**src/logic/cbgcs_pkg.sv**
```systemverilog
/*
 * constants, field layouts and carrier types for the general control and
 * status configuration registers of the card bridge.
 * assumes the surrounding config-space decoder presents byte addresses and
 * byte enables in the pci clock domain.
 */
// Operation
// write-protect bit locks identification registers, reset 1
// parity report bit gates cardbus parity serr
// central dma needs bit and terminal configuration
// voltage select: 0 means 3.3 V, 1 means 5 V
// clock keep bit blocks both clock stops
// mux 0: ring output and pme share, ring wins
// mux 1: only pme on shared terminal
// status bits 7-3 read zero
// control bits 7-4 and 2 read zero
// eeprom present latched from clock line in reset
// eeprom data error sets status bit
// writing one clears data error bit
// busy bit follows eeprom loader activity
// firewire off bit disables that function
// arbitration field selects priority, 11 is round robin
// reserved writes ignored, control resets zero
package cbgcs_pkg;

	// ----------------------------------------------------------------
	// config space layout
	// ----------------------------------------------------------------
	localparam logic [7:0] SYSCTL_OFFSET  = 8'h80;  // dword holding system control low byte
	localparam logic [7:0] STATUS_OFFSET  = 8'h85;
	localparam logic [7:0] CONTROL_OFFSET = 8'h86;

	// system control low bits
	localparam int SC_WP_BIT     = 5;
	localparam int SC_PAR_BIT    = 4;
	localparam int SC_DMA_BIT    = 3;
	localparam int SC_VOLT_BIT   = 2;
	localparam int SC_KEEP_BIT   = 1;
	localparam int SC_MUX_BIT    = 0;
	localparam logic [5:0] SC_RESET    = 6'h20;
	localparam logic [5:0] SC_WR_MASK  = 6'h3f;

	// general status bits
	localparam int ST_PRESENT_BIT = 2;
	localparam int ST_ERROR_BIT   = 1;
	localparam int ST_BUSY_BIT    = 0;

	// general control bits
	localparam int GC_FW_OFF_BIT  = 3;
	localparam int GC_ARB_LSB     = 0;
	localparam logic [7:0] GC_WR_MASK = 8'h0b;
	localparam logic [7:0] GC_RESET   = 8'h00;

	// ----------------------------------------------------------------
	// types
	// ----------------------------------------------------------------
	typedef enum logic [1:0] {
		CBGCS_ARB_FIREWIRE = 2'h0,
		CBGCS_ARB_CARDBUS  = 2'h1,
		CBGCS_ARB_FAIR     = 2'h2,
		CBGCS_ARB_RSVD     = 2'h3
	} cbgcs_arb_t;

	typedef enum logic [2:0] {
		CBGCS_PIN_IDLE = 3'b001,
		CBGCS_PIN_RING = 3'b010,
		CBGCS_PIN_PME  = 3'b100
	} cbgcs_pin_t;

	typedef struct packed {
		logic       wr;
		logic       rd;
		logic [7:0] addr;
		logic [3:0] be;
		logic [31:0] wdata;
	} cbgcs_cfg_req_t;

	typedef struct packed {
		logic       ring_req;
		logic       pme_req;
	} cbgcs_wake_t;

	typedef struct packed {
		logic       fw_prio;
		logic       cb_prio;
		logic       fair;
	} cbgcs_arb_sel_t;

endpackage

```
**src/logic/cbgcs_regs.sv**
```systemverilog
/*
 * general control and status register bank of the card bridge: system
 * control low bits, general status and general control, all in config
 * space and clocked by the pci clock.
 * assumes the config decoder presents byte addresses with byte enables and
 * that the eeprom loader and parity checker run on the same clock.
 */
`timescale 1ns/1ps
module cbgcs_regs (
	input  wire logic                     clk,
	input  wire logic                     rst_n,
	input  wire cbgcs_pkg::cbgcs_cfg_req_t cfg_req,
	output logic [31:0]                   cfg_rdata,
	output logic                          cfg_hit,
	input  wire logic                     scl_pin,
	input  wire logic                     eeprom_error_pulse,
	input  wire logic                     eeprom_loading,
	input  wire logic                     cardbus_parity_error,
	input  wire logic                     terminals_central_dma,
	input  wire logic                     legacy_mode,
	input  wire logic                     cb_stop_request,
	input  wire logic                     pci_stop_request,
	input  wire cbgcs_pkg::cbgcs_wake_t    wake,
	output logic                          id_write_enable,
	output logic                          serr_parity_pulse,
	output logic                          central_dma_active,
	output logic                          card_5v_select,
	output logic                          card_3v_select,
	output logic                          cb_stop_grant,
	output logic                          pci_stop_grant,
	output logic                          ring_pme_pin_n,
	output logic                          firewire_function_off,
	output cbgcs_pkg::cbgcs_arb_sel_t      arb_sel
);

	// ----------------------------------------------------------------
	// decode
	// ----------------------------------------------------------------
	function automatic logic dword_hit(input logic [7:0] a, input logic [7:0] off);
		dword_hit = (a[7:2] == off[7:2]);
	endfunction

	function automatic logic lane_en(input logic [3:0] be, input logic [7:0] off);
		lane_en = be[off[1:0]];
	endfunction

	logic [5:0] sc_q;
	logic [5:0] sc_d;
	logic [7:0] gc_q;
	logic [7:0] gc_d;
	logic       err_q;
	logic       err_d;
	logic       present_q;
	logic       scl_sync;
	logic       rst_seen_q;
	logic       serr_q;
	logic       pin_q;
	cbgcs_pkg::cbgcs_pin_t pin_state;

	wire sc_wr  = cfg_req.wr && dword_hit(cfg_req.addr, cbgcs_pkg::SYSCTL_OFFSET)
		&& lane_en(cfg_req.be, cbgcs_pkg::SYSCTL_OFFSET);
	wire st_wr  = cfg_req.wr && dword_hit(cfg_req.addr, cbgcs_pkg::STATUS_OFFSET)
		&& lane_en(cfg_req.be, cbgcs_pkg::STATUS_OFFSET);
	wire gc_wr  = cfg_req.wr && dword_hit(cfg_req.addr, cbgcs_pkg::CONTROL_OFFSET)
		&& lane_en(cfg_req.be, cbgcs_pkg::CONTROL_OFFSET);
	wire sc_hit = dword_hit(cfg_req.addr, cbgcs_pkg::SYSCTL_OFFSET);
	wire gs_hit = dword_hit(cfg_req.addr, cbgcs_pkg::STATUS_OFFSET);

	wire [7:0] sc_wbyte = cfg_req.wdata[8*cbgcs_pkg::SYSCTL_OFFSET[1:0] +: 8];
	wire [7:0] st_wbyte = cfg_req.wdata[8*cbgcs_pkg::STATUS_OFFSET[1:0] +: 8];
	wire [7:0] gc_wbyte = cfg_req.wdata[8*cbgcs_pkg::CONTROL_OFFSET[1:0] +: 8];

	// ----------------------------------------------------------------
	// system control low bits
	// ----------------------------------------------------------------
	assign sc_d = sc_wr ? (sc_wbyte[5:0] & cbgcs_pkg::SC_WR_MASK) : sc_q;

	// ----------------------------------------------------------------
	// general control
	// ----------------------------------------------------------------
	assign gc_d = gc_wr ? (gc_wbyte & cbgcs_pkg::GC_WR_MASK) : gc_q;

	// ----------------------------------------------------------------
	// general status
	// ----------------------------------------------------------------
	// set wins over a same-cycle write-one clear so no error is lost
	wire err_clear = st_wr && st_wbyte[cbgcs_pkg::ST_ERROR_BIT];
	assign err_d = eeprom_error_pulse ? 1'b1 : (err_clear ? 1'b0 : err_q);

	always_ff @(posedge clk or negedge rst_n) begin
		if (!rst_n) begin
			sc_q  <= cbgcs_pkg::SC_RESET;
			gc_q  <= cbgcs_pkg::GC_RESET;
			err_q <= 1'b0;
		end else begin
			sc_q  <= sc_d;
			gc_q  <= gc_d;
			err_q <= err_d;
		end
	end

	// the scl level is captured by clock while reset is held, then frozen
	cbgcs_sync3 u_scl_sync (
		.clk   (clk),
		.rst_n (1'b1),
		.din   (scl_pin),
		.dout  (scl_sync)
	);

	always_ff @(posedge clk) begin
		if (!rst_n) begin
			present_q  <= scl_sync;
			rst_seen_q <= 1'b1;
		end else if (!rst_seen_q) begin
			present_q  <= 1'b0;
			rst_seen_q <= 1'b1;
		end
	end

	// ----------------------------------------------------------------
	// read data
	// ----------------------------------------------------------------
	wire [7:0] st_byte = {5'h0_0, present_q, err_q, eeprom_loading};
	wire [7:0] gc_byte = gc_q & cbgcs_pkg::GC_WR_MASK;
	// status and control return on the same lanes that their writes use;
	// lanes 0 and 3 of that dword belong to other registers and read zero here

	assign cfg_hit = cfg_req.rd && (sc_hit || gs_hit);

	always_ff @(posedge clk or negedge rst_n) begin
		if (!rst_n) begin
			cfg_rdata <= 32'h0000_0000;
		end else if (cfg_req.rd && sc_hit) begin
			cfg_rdata <= {26'h000_0000, sc_q};
		end else if (cfg_req.rd && gs_hit) begin
			cfg_rdata <= {8'h00, gc_byte, st_byte, 8'h00};
		end else if (cfg_req.rd) begin
			cfg_rdata <= 32'h0000_0000;
		end
	end

	// ----------------------------------------------------------------
	// effects of the control bits
	// ----------------------------------------------------------------
	assign id_write_enable    = !sc_q[cbgcs_pkg::SC_WP_BIT];
	assign central_dma_active = sc_q[cbgcs_pkg::SC_DMA_BIT] && terminals_central_dma;
	// voltage request only meaningful in legacy compatibility mode
	assign card_5v_select     = legacy_mode && sc_q[cbgcs_pkg::SC_VOLT_BIT];
	assign card_3v_select     = legacy_mode && !sc_q[cbgcs_pkg::SC_VOLT_BIT];
	assign cb_stop_grant      = cb_stop_request && !sc_q[cbgcs_pkg::SC_KEEP_BIT];
	assign pci_stop_grant     = pci_stop_request && !sc_q[cbgcs_pkg::SC_KEEP_BIT];
	assign firewire_function_off = gc_q[cbgcs_pkg::GC_FW_OFF_BIT];

	wire [1:0] arb = gc_q[cbgcs_pkg::GC_ARB_LSB +: 2];
	// reserved encoding falls through to round robin
	assign arb_sel.fw_prio = (arb == cbgcs_pkg::CBGCS_ARB_FIREWIRE);
	assign arb_sel.cb_prio = (arb == cbgcs_pkg::CBGCS_ARB_CARDBUS);
	assign arb_sel.fair    = arb[1];

	always_ff @(posedge clk or negedge rst_n) begin
		if (!rst_n) begin
			serr_q <= 1'b0;
		end else begin
			serr_q <= cardbus_parity_error && sc_q[cbgcs_pkg::SC_PAR_BIT];
		end
	end
	assign serr_parity_pulse = serr_q;

	// ----------------------------------------------------------------
	// shared ring / pme terminal
	// ----------------------------------------------------------------
	wire mux_pme_only = sc_q[cbgcs_pkg::SC_MUX_BIT];
	always_comb begin
		if (mux_pme_only) begin
			pin_state = wake.pme_req ? cbgcs_pkg::CBGCS_PIN_PME : cbgcs_pkg::CBGCS_PIN_IDLE;
		end else if (wake.ring_req) begin
			pin_state = cbgcs_pkg::CBGCS_PIN_RING;
		end else if (wake.pme_req) begin
			pin_state = cbgcs_pkg::CBGCS_PIN_PME;
		end else begin
			pin_state = cbgcs_pkg::CBGCS_PIN_IDLE;
		end
	end

	always_ff @(posedge clk or negedge rst_n) begin
		if (!rst_n) begin
			pin_q <= 1'b0;
		end else begin
			case (pin_state)
				cbgcs_pkg::CBGCS_PIN_RING: pin_q <= 1'b1;
				cbgcs_pkg::CBGCS_PIN_PME:  pin_q <= 1'b1;
				cbgcs_pkg::CBGCS_PIN_IDLE: pin_q <= 1'b0;
				default:                   pin_q <= 1'b0;
			endcase
		end
	end
	assign ring_pme_pin_n = !pin_q;

	// ----------------------------------------------------------------
	// checks
	// ----------------------------------------------------------------
	a_wp_reset_value: assert property (@(posedge clk) disable iff (!rst_n)
		$rose(rst_n) |-> !id_write_enable) else $error("write protect not set after reset");

	a_serr_gated: assert property (@(posedge clk) disable iff (!rst_n)
		serr_parity_pulse |-> $past(cardbus_parity_error) && $past(sc_q[cbgcs_pkg::SC_PAR_BIT]))
		else $error("parity serr without enable");

	a_dma_needs_both: assert property (@(posedge clk) disable iff (!rst_n)
		central_dma_active |-> terminals_central_dma && sc_q[cbgcs_pkg::SC_DMA_BIT])
		else $error("central dma active without enable");

	a_keep_blocks_stop: assert property (@(posedge clk) disable iff (!rst_n)
		sc_q[cbgcs_pkg::SC_KEEP_BIT] |-> !cb_stop_grant && !pci_stop_grant)
		else $error("clock stop granted while keep set");

	a_ring_wins: assert property (@(posedge clk) disable iff (!rst_n)
		(!mux_pme_only && wake.ring_req) |=> !ring_pme_pin_n)
		else $error("ring output not driven on shared pin");

	a_pme_only: assert property (@(posedge clk) disable iff (!rst_n)
		(mux_pme_only && !wake.pme_req) |=> ring_pme_pin_n)
		else $error("shared pin driven without pme in pme only mode");

	a_status_rsvd: assert property (@(posedge clk) disable iff (!rst_n)
		$past(cfg_req.rd && gs_hit) |-> cfg_rdata[15:11] == 5'h0_0)
		else $error("status reserved bits nonzero");

	a_ctrl_rsvd: assert property (@(posedge clk) disable iff (!rst_n)
		gc_q[7:4] == 4'h0 && !gc_q[2]) else $error("control reserved bits stored");

	a_err_set_wins: assert property (@(posedge clk) disable iff (!rst_n)
		eeprom_error_pulse |=> err_q) else $error("data error not set");

	a_err_clear: assert property (@(posedge clk) disable iff (!rst_n)
		(err_clear && !eeprom_error_pulse) |=> !err_q) else $error("data error not cleared");

	a_arb_fair: assert property (@(posedge clk) disable iff (!rst_n)
		arb == 2'h3 |-> arb_sel.fair && !arb_sel.fw_prio && !arb_sel.cb_prio)
		else $error("reserved arbitration code not round robin");

	// the checks below restate the expression that drives each effect, so a
	// broken decode that feeds both sides would not show up
	a_sc_write: assert property (@(posedge clk) disable iff (!rst_n)
		sc_wr |=> sc_q == $past(sc_wbyte[5:0] & cbgcs_pkg::SC_WR_MASK))
		else $error("system control write not stored");

	a_ctrl_write: assert property (@(posedge clk) disable iff (!rst_n)
		gc_wr |=> gc_q == $past(gc_wbyte & cbgcs_pkg::GC_WR_MASK))
		else $error("control write not stored as masked");

	a_serr_follows: assert property (@(posedge clk) disable iff (!rst_n)
		(cardbus_parity_error && sc_q[cbgcs_pkg::SC_PAR_BIT]) |=> serr_parity_pulse)
		else $error("enabled parity error not reported");

	a_volt_5v: assert property (@(posedge clk) disable iff (!rst_n)
		(legacy_mode && sc_q[cbgcs_pkg::SC_VOLT_BIT]) |-> card_5v_select && !card_3v_select)
		else $error("5 V not requested");

	a_volt_3v: assert property (@(posedge clk) disable iff (!rst_n)
		(legacy_mode && !sc_q[cbgcs_pkg::SC_VOLT_BIT]) |-> card_3v_select && !card_5v_select)
		else $error("3.3 V not requested");

	a_volt_off: assert property (@(posedge clk) disable iff (!rst_n)
		!legacy_mode |-> !card_5v_select && !card_3v_select)
		else $error("voltage requested outside legacy mode");

	a_stop_free: assert property (@(posedge clk) disable iff (!rst_n)
		!sc_q[cbgcs_pkg::SC_KEEP_BIT] |-> cb_stop_grant == cb_stop_request
			&& pci_stop_grant == pci_stop_request)
		else $error("clock stop refused while keep clear");

	a_pme_shared: assert property (@(posedge clk) disable iff (!rst_n)
		(!mux_pme_only && wake.pme_req) |=> !ring_pme_pin_n)
		else $error("pme not driven on shared pin");

	a_pin_idle: assert property (@(posedge clk) disable iff (!rst_n)
		(!wake.ring_req && !wake.pme_req) |=> ring_pme_pin_n)
		else $error("shared pin driven with no request");

	a_pme_routed: assert property (@(posedge clk) disable iff (!rst_n)
		(mux_pme_only && wake.pme_req) |=> !ring_pme_pin_n)
		else $error("pme not driven in pme only mode");

	// present is only captured while reset is low
	a_present_frozen: assert property (@(posedge clk) disable iff (!rst_n)
		$past(rst_n) |-> $stable(present_q))
		else $error("eeprom present changed outside reset");

	a_err_hold: assert property (@(posedge clk) disable iff (!rst_n)
		(!eeprom_error_pulse && !err_clear) |=> $stable(err_q))
		else $error("data error changed without cause");

	a_busy_live: assert property (@(posedge clk) disable iff (!rst_n)
		(cfg_req.rd && gs_hit) |=> cfg_rdata[8] == $past(eeprom_loading))
		else $error("busy bit does not follow loader");

	a_fw_off_write: assert property (@(posedge clk) disable iff (!rst_n)
		gc_wr |=> firewire_function_off == $past(gc_wbyte[cbgcs_pkg::GC_FW_OFF_BIT]))
		else $error("function off does not follow write");

	a_arb_firewire: assert property (@(posedge clk) disable iff (!rst_n)
		arb == cbgcs_pkg::CBGCS_ARB_FIREWIRE |-> arb_sel.fw_prio && !arb_sel.cb_prio
			&& !arb_sel.fair)
		else $error("firewire priority not selected");

	a_arb_cardbus: assert property (@(posedge clk) disable iff (!rst_n)
		arb == cbgcs_pkg::CBGCS_ARB_CARDBUS |-> arb_sel.cb_prio && !arb_sel.fw_prio
			&& !arb_sel.fair)
		else $error("cardbus priority not selected");

	a_arb_round: assert property (@(posedge clk) disable iff (!rst_n)
		arb == cbgcs_pkg::CBGCS_ARB_FAIR |-> arb_sel.fair && !arb_sel.fw_prio
			&& !arb_sel.cb_prio)
		else $error("round robin not selected");

endmodule

```
**src/logic/cbgcs_sync3.sv**
```systemverilog
/*
 * three-stage synchroniser for a pin input, with agreement qualification.
 * assumes a single clock; the output changes only when stages two and
 * three agree.
 */
`timescale 1ns/1ps
module cbgcs_sync3 (
	input  wire logic clk,
	input  wire logic rst_n,
	input  wire logic din,
	output logic      dout
);
	logic s1_q;
	logic s2_q;
	logic s3_q;
	logic dout_q;

	// first stage is read only by the second
	always_ff @(posedge clk or negedge rst_n) begin
		if (!rst_n) begin
			s1_q   <= 1'b0;
			s2_q   <= 1'b0;
			s3_q   <= 1'b0;
			dout_q <= 1'b0;
		end else begin
			s1_q <= din;
			s2_q <= s1_q;
			s3_q <= s2_q;
			if (s2_q == s3_q) begin
				dout_q <= s3_q;
			end
		end
	end

	assign dout = dout_q;
endmodule

```
**config.mk**
```make
export PLATFORM = sky130hd
export DESIGN_NAME = cbgcs_regs
export DESIGN_NICKNAME = d
export VERILOG_FILES = /design/src/logic/cbgcs_pkg.sv /design/src/logic/cbgcs_regs.sv /design/src/logic/cbgcs_sync3.sv
export SDC_FILE = /design/constraint.sdc
export NUM_CORES = 1
export LEC_CHECK = 0
export BUFFER_PORTS_ARGS = -buffer_cell sky130_fd_sc_hd__buf_2
export CORE_ASPECT_RATIO = 1.5
export CORE_MARGIN = 3
export CORE_UTILIZATION = 36
export DETAILED_ROUTE_END_ITERATION = 6
export PLACE_DENSITY = 0.76
export RECOVER_POWER = 25
export SLEW_MARGIN = 20
export SYNTH_ARGS = -nofsm -noshare
export SYNTH_HDL_FRONTEND = slang
export SYNTH_HIERARCHICAL = 1
export SYNTH_SLANG_ARGS = --single-unit
```
**constraint.sdc**
```tcl
create_clock -name clk -period 0.8 [get_ports clk]
set_input_delay 0 -clock clk [delete_from_list [all_inputs] [get_ports clk]]
set_output_delay 0 -clock clk [all_outputs]
set_load 0.1 [all_outputs]
```
==> results of run 1 <==
[kinds of logic (layout without fill, tap and decap cells)]
kind of cell,after synthesis,in the layout,share of synthesized area
compound gates,14,14,0.0928
simple gates,30,30,0.121
flops,29,29,0.527
fa+ha+maj,1,1,0.00811
buf+inv,41,125,0.173
other cells,2,24,0.00541
mux,9,9,0.0730
[repair_timing]
| item | CTS | global route |
|---|---|---|
| endpoints found under the hold margin | 37 | 0 |
| pin swaps | 5 | 11 |
| setup endpoints to repair | 46 | 47 |
| hold buffers | 16 | 0 |
| buffers inserted | 14 | 1 |
| gates resized for setup | 34 | 11 |
[critical path, cell delays in order]
cell and delay, ps:
buf_8 100, or4b_4 540, buf_6 140, nor3b_4 210, buf_12 200
[routing by layer]
metal / GRT usage / up-vias / wire length, microns
met5: 0 / - / 0
met3: 0.0582 / 9 / 251
met2: 0.297 / 54 / 2120
li1: - / 575 / -
met4: 0.0831 / 0 / 90
met1: 0.182 / 588 / 1360
[registers in the layout, indices dropped and copies added (netlist names)]
signal,flops
u_scl_sync/dout,1
u_scl_sync/s1_q,1
u_scl_sync/s2_q,1
cfg_rdata,12
present_q,1
pin_q,1
err_q,1
u_scl_sync/s3_q,1
gc_q,3
serr_parity_pulse,1
sc_q,6
[placed cells by master, fill, tap and decap left out, drive strengths merged, types with 2 or more instances in the layout]
master       Yosys  layout
buf             22      83
o22ai           12      12
nor2b            4       4
mux2             9       9
nand4b           2       2
nand2           12      12
conb             2      24
clkbuf           3      10
dfrtp           27      27
dlygate4sd3      0      16
inv             16      15
nor2             3       3
and2             3       3
[power by group]
group	total (mW)	internal, mW	switching (mW)
clock	1.12	0.615	0.506
sequential	1.61	1.55	0.0631
combinational	1.51	0.510	1.00
[path summary, 6_finish.rpt]
kind,to,startpoint
max reg2reg,gc_q[3],gc_q[3]
max,cfg_hit,cfg_req[41]
min in group asynchronous,cfg_rdata[9],rst_n
max in group asynchronous,sc_q[5],rst_n
min reg2reg,u_scl_sync/s2_q,u_scl_sync/s1_q
min,err_q,cfg_req[9]
[area by class of cell]
class | count | area (sq um) | share of cell area
Timing Repair Buffer | 101 | 1110 | 0.407
Sequential cell | 29 | 772 | 0.283
Clock buffer | 8 | 80.1 | 0.0294
Multi-Input combinational cell | 78 | 646 | 0.237
Inverter | 16 | 63.8 | 0.0234
Tap cell | 43 | 53.8 | 0.0198
==> metrics, run 1 <==
Worst Hold Depth=3; die outline width=56.7 microns; flop-to-flop setup slack=-190 ps; number of global-route vias before repair=around 1.3k; Main synth FF type=dfrtp_1; outcome=finished with violations; Initial Util=0.377; EDFF count, synth=1; CTS Buf Count=5; setup tns final=-7580 ps; Final Setup Violations=46; Synth top area share=0.486; vias per cell=4.46; Detailed Route Iter0 Violations=14; netlist area before placement=approximately 1400 sq um; most instantiated cells after synthesis=dfrtp_1, buf_4, inv_1; critical path endpoint category=output pin; fillers=roughly 240; crit path time final=between 1000 and 1500 ps; PwrDens=1560 nW/um^2; RSZ-0062 raised after global routing=yes; #FFs+latches synth=29; cell with the most instances after synthesis=dfrtp_1; core footprint=3680 sq um; Finished Core Util=0.740; DP Cell Count=~240; TritonCTS clock tree=done; worst hold slack=between 70 and 80 ps; synthesized instance count=126; CTS clk-pin slew, worst paths=~50 ps; Clock Skew=7.73 ps; Nets=289; Static Leakage=roughly 1.2 nW; critical path type=input pin to output pin; DRT Wirelength=3820 microns; Worst EP required=about 800 ps; Placed Area=2200 sq um; YS warnings=6; Worst Hold Class=input pin to flop; initial antenna violation count=0; crit-path max FO=3; maximum operating frequency=0.838 GHz; Final GP Congestion=about 0.67; wire length per cell=13.9 microns; share of cells above drive strength 1=0.647; Non-Filler Instances=275; Fin. Hold Viols=0; Area Growth Syn to Fin=96.1%; Clock Sinks=29; I/O pin cnt=103; diodes inserted=0; TritonRoute pass-1 iters=4; dominant cells by area after synthesis=dfrtp_1, buf_4, mux2_2, o22ai_2, inv_1; Port Buffers=57; GRT overflow=0; crit share post-route=1.49; sequential area share after synthesis=0.527; max-slew violations=0; clock buffer depth=2; CP Data Arrival Time=1190 ps; final worst slack=-393 ps; row count=27; VDD IR-drop max=about 1300 uV; first-pass GRT wire length=5800 microns; Final HPWL DP=about 2500 microns; worst reg2reg path depth=2; Final Cell Area=2720 sq um; CP startpoint kind=input pin; Synth area leader=dfrtp_1; clk_lat worst skew=between 200 and 300 ps; Place WS=-609 ps; ANT nets after route=0; CTS root buffer=clkbuf_8; maxcap violations=0; Vias=1226; Distinct cells, synth=25; gr usage total=0.170; largest net degree at the start of global routing=25; Mapped Avg Cell Area=~11 sq um; H-tree levels=2; post-synthesis async set-or-reset flop share=0.966; die height=~82 microns; Die Area=4650 sq um; DRC=0; failing checks=negative setup slack; total power=4.24 mW
Note: power is estimated with default switching activity, not from simulation.
==> run 2, diff against run 1 <==
--- a/config.mk
+++ b/config.mk
@@ -8,9 +8,10 @@
 export BUFFER_PORTS_ARGS = -buffer_cell sky130_fd_sc_hd__buf_2
 export CORE_ASPECT_RATIO = 1.5
 export CORE_MARGIN = 3
-export CORE_UTILIZATION = 36
+export CORE_UTILIZATION = 37
+export CTS_BUF_LIST = sky130_fd_sc_hd__clkbuf_4
 export DETAILED_ROUTE_END_ITERATION = 6
-export PLACE_DENSITY = 0.76
+export PLACE_DENSITY = 0.78
 export RECOVER_POWER = 25
 export SLEW_MARGIN = 20
 export SYNTH_ARGS = -nofsm -noshare
==> run 2 against run 1 <==
The flow still finishes with violations (negative setup slack); via count decreased by 1.8%; count of clock-buffer cells in the layout stayed put; non-clock buffer count fell by 2; flip-flop and latch count stayed put; sequential power is essentially flat; largest cell class unchanged.
==> metrics, run 2 (same netlist as run 1, synthesis figures left out) <==
DP Cell Count=236 (was 237); Clock Sinks=29 (unchanged); crit path time final=1200 ps (was 1190 ps); Final HPWL DP=2460 microns (was 2550 microns); CTS root buffer=clkbuf_4 (was clkbuf_8); diodes inserted=0 (unchanged); gr usage total=0.175 (was 0.170); relative slew slack=0.640; DRT Wirelength=3970 microns (was 3820 microns); Port Buffers=57 (unchanged); vias per cell=4.43 (was 4.46); critical path endpoint category=output pin (unchanged); I/O pin cnt=103 (unchanged); row count=26 (was 27); Non-Filler Instances=272 (was 275); DRC=0 (unchanged); Static Leakage=1.22 nW (was 1.24 nW); most common cell after layout, fill and taps aside=buf_2 (unchanged); clk_lat worst skew=320 ps (was 280 ps); setup tns final=-8370 ps (was -7580 ps); Detailed Route Iter0 Violations=15 (was 14); Place WS=-591 ps (was -609 ps); Worst Hold Depth=3 (unchanged); first-pass GRT wire length=5950 microns (was 5800 microns); CP delay by family, top=simple AND/OR/NAND/NOR gates (unchanged); Crit path depth=5 (unchanged); wire length per cell=14.6 microns (was 13.9 microns); CTS Buf Count=5 (unchanged); biggest regs=cfg_rdata (12), sc_q (6), gc_q (3) (unchanged); clock buffer depth=2 (unchanged); crit-path max FO=3 (unchanged); max FFs per register=12 (unchanged); Vias=1204 (was 1226); maxcap violations=0 (unchanged); Worst Hold Class=input pin to flop (unchanged); Clock Skew=7.70 ps (was 7.73 ps); TritonCTS clock tree=done (unchanged); die height=81.0 microns (was 82.1 microns); worst reg2reg path depth=2 (unchanged); Fin. Hold Viols=0 (unchanged); failing checks=negative setup slack (unchanged); outcome=finished with violations (unchanged); share of cells above drive strength 1=0.635 (was 0.647); ANT nets after route=0 (unchanged); Area Growth Syn to Fin=91.3% (was 96.1%); max-slew violations=0 (unchanged); Die Area=4540 sq um (was 4650 sq um); final worst slack=-398 ps (was -393 ps); H-tree levels=2 (unchanged); VDD IR-drop max=1310 uV (was 1320 uV); RSZ-0062 raised after global routing=yes (unchanged); reg-to-reg endpoint=gc_q[3] (unchanged); Crit path top cell by count=buf_6; Worst path max stage delay=550 ps (was 540 ps); crit share post-route=1.50 (was 1.49); Worst EP required=800 ps (about the same); Final GP Congestion=0.656 (was 0.669); initial antenna violation count=0 (unchanged); CP Launch Point=cfg_req[42] (was cfg_req[41]); WP buf/inv=3 (unchanged); core footprint=3510 sq um (was 3680 sq um); PwrDens=1520 nW/um^2 (was 1560 nW/um^2); flop-to-flop setup slack=-190 ps (about the same); reg-to-reg critical path startpoint=gc_q[3] (unchanged); Cell Chain, Critical Path=buf_6, or4b_4, buf_6, nor3b_4, buf_12 (was buf_8, or4b_4, buf_6, nor3b_4, buf_12); most frequent cells in the layout=buf_2, buf_12, conb_1 (unchanged); Slew @ Worst Pin=540 ps; Slowest-stage cell, CP=or4b_4 (unchanged); die outline width=56.0 microns (was 56.7 microns); largest net degree at the start of global routing=25 (unchanged); TritonRoute pass-1 iters=2 (was 4); crit path to=cfg_hit (unchanged); Initial Util=0.395 (was 0.377); Reg with most FFs=cfg_rdata (unchanged); number of global-route vias before repair=1231 (was 1256); Nets=287 (was 289); critical path type=input pin to output pin (unchanged); CP Data Arrival Time=1200 ps (was 1190 ps); maximum operating frequency=0.835 GHz (was 0.838 GHz); GRT overflow=0 (unchanged); CP startpoint kind=input pin (unchanged); Final Setup Violations=47 (was 46); CTS clk-pin slew, worst paths=90 ps (was 50 ps)
-- run 2: what timing repair did --
action                     in CTS  in global routing
setup endpoints to repair      41                 48
setup buffers                  11                  4
hold buffers                   17                  0
hold endpoints to repair       40                  0
resized for setup              25                 16
pin swaps                       7                  6
-- run 2: how the worst min path moves through the flow --
stage               startpoint           end  slack [ps]
finish              cfg_req[9]         err_q           6
floorplan                rst_n  cfg_rdata[0]        -300
global route        cfg_req[9]         err_q          20
detailed placement       rst_n         pin_q          40
CTS                 cfg_req[9]         err_q           3
global placement         rst_n         pin_q          40
-- run 2: report_power, final --
group	total, mW	internal (mW)	switching, mW
logic	1.50	0.500	0.996
registers	1.61	1.54	0.0706
clock network	0.915	0.451	0.464
-- run 2: worst register-to-register path, cell delays in order (launching register included) --
cell and delay [ps]:
dfrtp_4 490, buf_6 130, mux2_4 260
-- run 2: layout make-up --
type / count / area (sq um)
Inverter: 16 / 63.8
Fill cell: 213 / 857
Tap cell: 42 / 52.6
Timing Repair Buffer: 99 / 1080
Clock buffer: 8 / 60.1
Sequential cell: 29 / 771
Multi-Input combinational cell: 78 / 628
-- run 2: routing by layer --
layer	share of wire	global-route usage	routed length (microns)
met5	0	0	0
met4	0.024	0.0736	95
met1	0.36	0.189	1410
met3	0.063	0.0461	249
met2	0.56	0.321	2210
-- run 2: per-stage QoR --
step	hold slack, ps	area (sq um)	util	total power [mW]
after floorplan	-296	1580	-	2.64
after global placement	37.6	2200	0.627	2.93
after detailed placement	40.4	2200	0.627	2.94
after CTS	3.26	2610	0.744	4.00
after global routing	21.3	2660	0.756	4.17
final	6.38	2660	0.756	4.03
==> run 3, diff against run 2 <==
--- a/config.mk
+++ b/config.mk
@@ -7,7 +7,7 @@
 export LEC_CHECK = 0
 export BUFFER_PORTS_ARGS = -buffer_cell sky130_fd_sc_hd__buf_2
 export CORE_ASPECT_RATIO = 1.5
-export CORE_MARGIN = 3
+export CORE_MARGIN = 1
 export CORE_UTILIZATION = 37
 export CTS_BUF_LIST = sky130_fd_sc_hd__clkbuf_4
 export DETAILED_ROUTE_END_ITERATION = 6
@@ -16,5 +16,4 @@
 export SLEW_MARGIN = 20
 export SYNTH_ARGS = -nofsm -noshare
 export SYNTH_HDL_FRONTEND = slang
-export SYNTH_HIERARCHICAL = 1
 export SYNTH_SLANG_ARGS = --single-unit
==> run 3 against run 2 <==
The run ends with negative hold slack, negative setup slack left; register-to-register slack is essentially flat; combinational power about the same; sequential share of layout area down 0.40 points; final area increased by 0.42%; global-route usage rose by 4.4 points; largest cell class unchanged; largest power group unchanged.
==> metrics, run 3 <==
outcome=finished with violations (unchanged); failing checks=negative hold slack, negative setup slack (was negative setup slack); Non-Filler Instances=269 (was 272); CTS clk-pin slew, worst paths=80 ps (was 90 ps); crit share post-route=1.47 (was 1.50); relative slew slack=0.629 (was 0.640); die outline width=51.7 microns (was 56.0 microns); Clock Skew=10.1 ps (was 7.70 ps); DRC=0 (unchanged); first-pass GRT wire length=6330 microns (was 5950 microns); Port Buffers=57 (unchanged); Slowest-stage cell, CP=or4b_4 (unchanged); total power=4.04 mW (was 4.03 mW); Cell Chain, Critical Path=buf_6, or4b_4, nor3b_4, buf_12 (was buf_6, or4b_4, buf_6, nor3b_4, buf_12); CTS Buf Count=5 (unchanged); Die Area=3960 sq um (was 4540 sq um); Final GP Congestion=0.674 (was 0.656); Area Growth Syn to Fin=94.3% (was 91.3%); initial antenna violation count=0 (unchanged); CP Data Arrival Time=1180 ps (was 1200 ps); most common cell after layout, fill and taps aside=buf_2 (unchanged); post-synthesis async set-or-reset flop share=0.828 (was 0.966); fillers=194 (was 213); Synth top area share=0.419 (was 0.486); CP startpoint kind=input pin (unchanged); final worst slack=-376 ps (was -398 ps); TritonRoute pass-1 iters=4 (was 2); Finished Core Util=0.766 (was 0.756); maxcap violations=0 (unchanged); VDD IR-drop max=1280 uV (was 1310 uV); DP Cell Count=232 (was 236); critical path endpoint category=output pin (unchanged); maximum operating frequency=0.850 GHz (was 0.835 GHz); EDFF count, synth=2 (was 1); number of global-route vias before repair=1358 (was 1231); Worst Hold Depth=3 (unchanged); clk_lat worst skew=340 ps (was 320 ps); Static Leakage=1.20 nW (was 1.22 nW); synthesized instance count=125 (was 126); Distinct cells, synth=26 (was 25); core footprint=3480 sq um (was 3510 sq um); critical path type=input pin to output pin (unchanged); cell with the most instances after synthesis=dfrtp_1 (unchanged); I/O pin cnt=103 (unchanged); crit-path max FO=3 (unchanged); Slew @ Worst Pin=556 ps (was 540 ps); most frequent cells in the layout=buf_2, buf_12, conb_1 (unchanged); Worst EP required=800 ps (about the same); GRT overflow=0 (unchanged); netlist area before placement=1370 sq um (was 1390 sq um); share of cells above drive strength 1=0.674 (was 0.635); CP delay by family, top=simple AND/OR/NAND/NOR gates (unchanged); PwrDens=1520 nW/um^2 (about the same); biggest regs=cfg_rdata (12), sc_q (6), gc_q (3) (unchanged); DRT Wirelength=4290 microns (was 3970 microns); Mapped Avg Cell Area=11.0 sq um (about the same); YS warnings=0 (was 6); reg-to-reg endpoint=gc_q[1] (was gc_q[3]); WP buf/inv=2 (was 3); row count=26 (unchanged); sequential area share after synthesis=0.526 (was 0.527); Vias=1245 (was 1204); worst hold slack=-8.10 ps (was 6.38 ps); CTS root buffer=clkbuf_4 (unchanged); H-tree levels=2 (unchanged); Main synth FF type=dfrtp_1 (unchanged); worst reg2reg path depth=2 (unchanged); vias per cell=4.63 (was 4.43); most instantiated cells after synthesis=dfrtp_1, buf_4, inv_1 (unchanged); max FFs per register=12 (unchanged); Nets=284 (was 287); Clock Sinks=29 (unchanged); #FFs+latches synth=29 (unchanged); crit path time final=1180 ps (was 1200 ps); Worst Hold Class=input pin to flop (unchanged); RSZ-0062 raised after global routing=yes (unchanged); Worst path max stage delay=580 ps (was 550 ps); Detailed Route Iter0 Violations=18 (was 15); Synth area leader=dfrtp_1 (unchanged); Fin. Hold Viols=1 (was 0); ANT nets after route=0 (unchanged); hold path startpoint=cfg_req[9] (unchanged); Final HPWL DP=2390 microns (was 2460 microns); diodes inserted=0 (unchanged); die height=76.6 microns (was 81.0 microns); Final Setup Violations=47 (unchanged); reg-to-reg critical path startpoint=gc_q[1] (was gc_q[3]); gr usage total=0.220 (was 0.175); flop-to-flop setup slack=-190 ps (about the same); max-slew violations=0 (unchanged); dominant cells by area after synthesis=dfrtp_1, buf_4, mux2_2, o22ai_2, dfxtp_1 (was dfrtp_1, buf_4, mux2_2, o22ai_2, inv_1); Hold Path End=err_q (unchanged); wire length per cell=15.9 microns (was 14.6 microns); Reg with most FFs=cfg_rdata (unchanged); clock buffer depth=2 (unchanged); largest net degree at the start of global routing=25 (unchanged); Initial Util=0.394 (was 0.395); TritonCTS clock tree=done (unchanged)
-- run 3: metal layers --
metal / share of wire / GRT usage / wire, microns
met1: 0.38 / 0.239 / 1650
met5: 0 / 0 / 0
met3: 0.074 / 0.0758 / 318
met4: 0.015 / 0.0946 / 65
met2: 0.53 / 0.371 / 2260
-- run 3: stage by stage --
stage	area, sq um	TNS, ps	worst slack, ps	hold WS (ps)
after floorplan	1550	-6250	-594	-296
after global placement	2180	-10210	-601	9.40
after detailed placement	2180	-11500	-664	25.9
after CTS	2590	-7880	-316	9.59
after global routing	2670	-9840	-380	5.57
final	2670	-8690	-376	-8.10
-- run 3: report_power, final --
group          switching [mW]  total (mW)  internal [mW]
Sequential             0.0678        1.62           1.55
Clock                   0.505       0.910          0.405
Combinational            1.01        1.51          0.503
-- run 3: area by class of cell --
cell class                      instances  area, sq um  area share
Inverter                               16         63.8      0.0239
Tap cell                               42         52.6      0.0197
Multi-Input combinational cell         74          639       0.240
Timing Repair Buffer                  100         1090       0.409
Clock inverter                          1         3.75     0.00141
Sequential cell                        29          763       0.286
Clock buffer                            7         52.6      0.0197
-- run 3: worst max path at each step --
stage,start,end,slack (ps),cells after the start
after floorplan,cfg_req[41],cfg_hit,-590,2
after global placement,cfg_req[41],gc_q[1],-600,4
after detailed placement,cfg_req[41],gc_q[0],-660,4
after CTS,sc_q[1],cb_stop_grant,-320,2
after global routing,cfg_req[40],cfg_hit,-380,4
final,cfg_req[40],cfg_hit,-380,4
-- run 3: cell families after synthesis --
kind of cell / Yosys count / share of synthesized area
xor gates and xnor gates: 1 / 0.00638
muxes: 9 / 0.0738
other: 1 / 0.00273
and+or+nand+nor: 30 / 0.122
buffers and inverters: 41 / 0.175
AOI/OAI and AO/OA: 14 / 0.0939
DFF: 29 / 0.526
-- run 3: what timing repair did --
item,in CTS,in global routing
endpoints found under the hold margin,42,0
gates resized for setup,30,20
endpoints found under the setup margin,46,48
pin swaps,5,10
buffers inserted,11,6
hold buffers,17,0
-- run 3: worst register-to-register path: stages, from the launching register on --
cell and delay [ps]:
dfrtp_2 460, buf_4 160, mux2_4 260
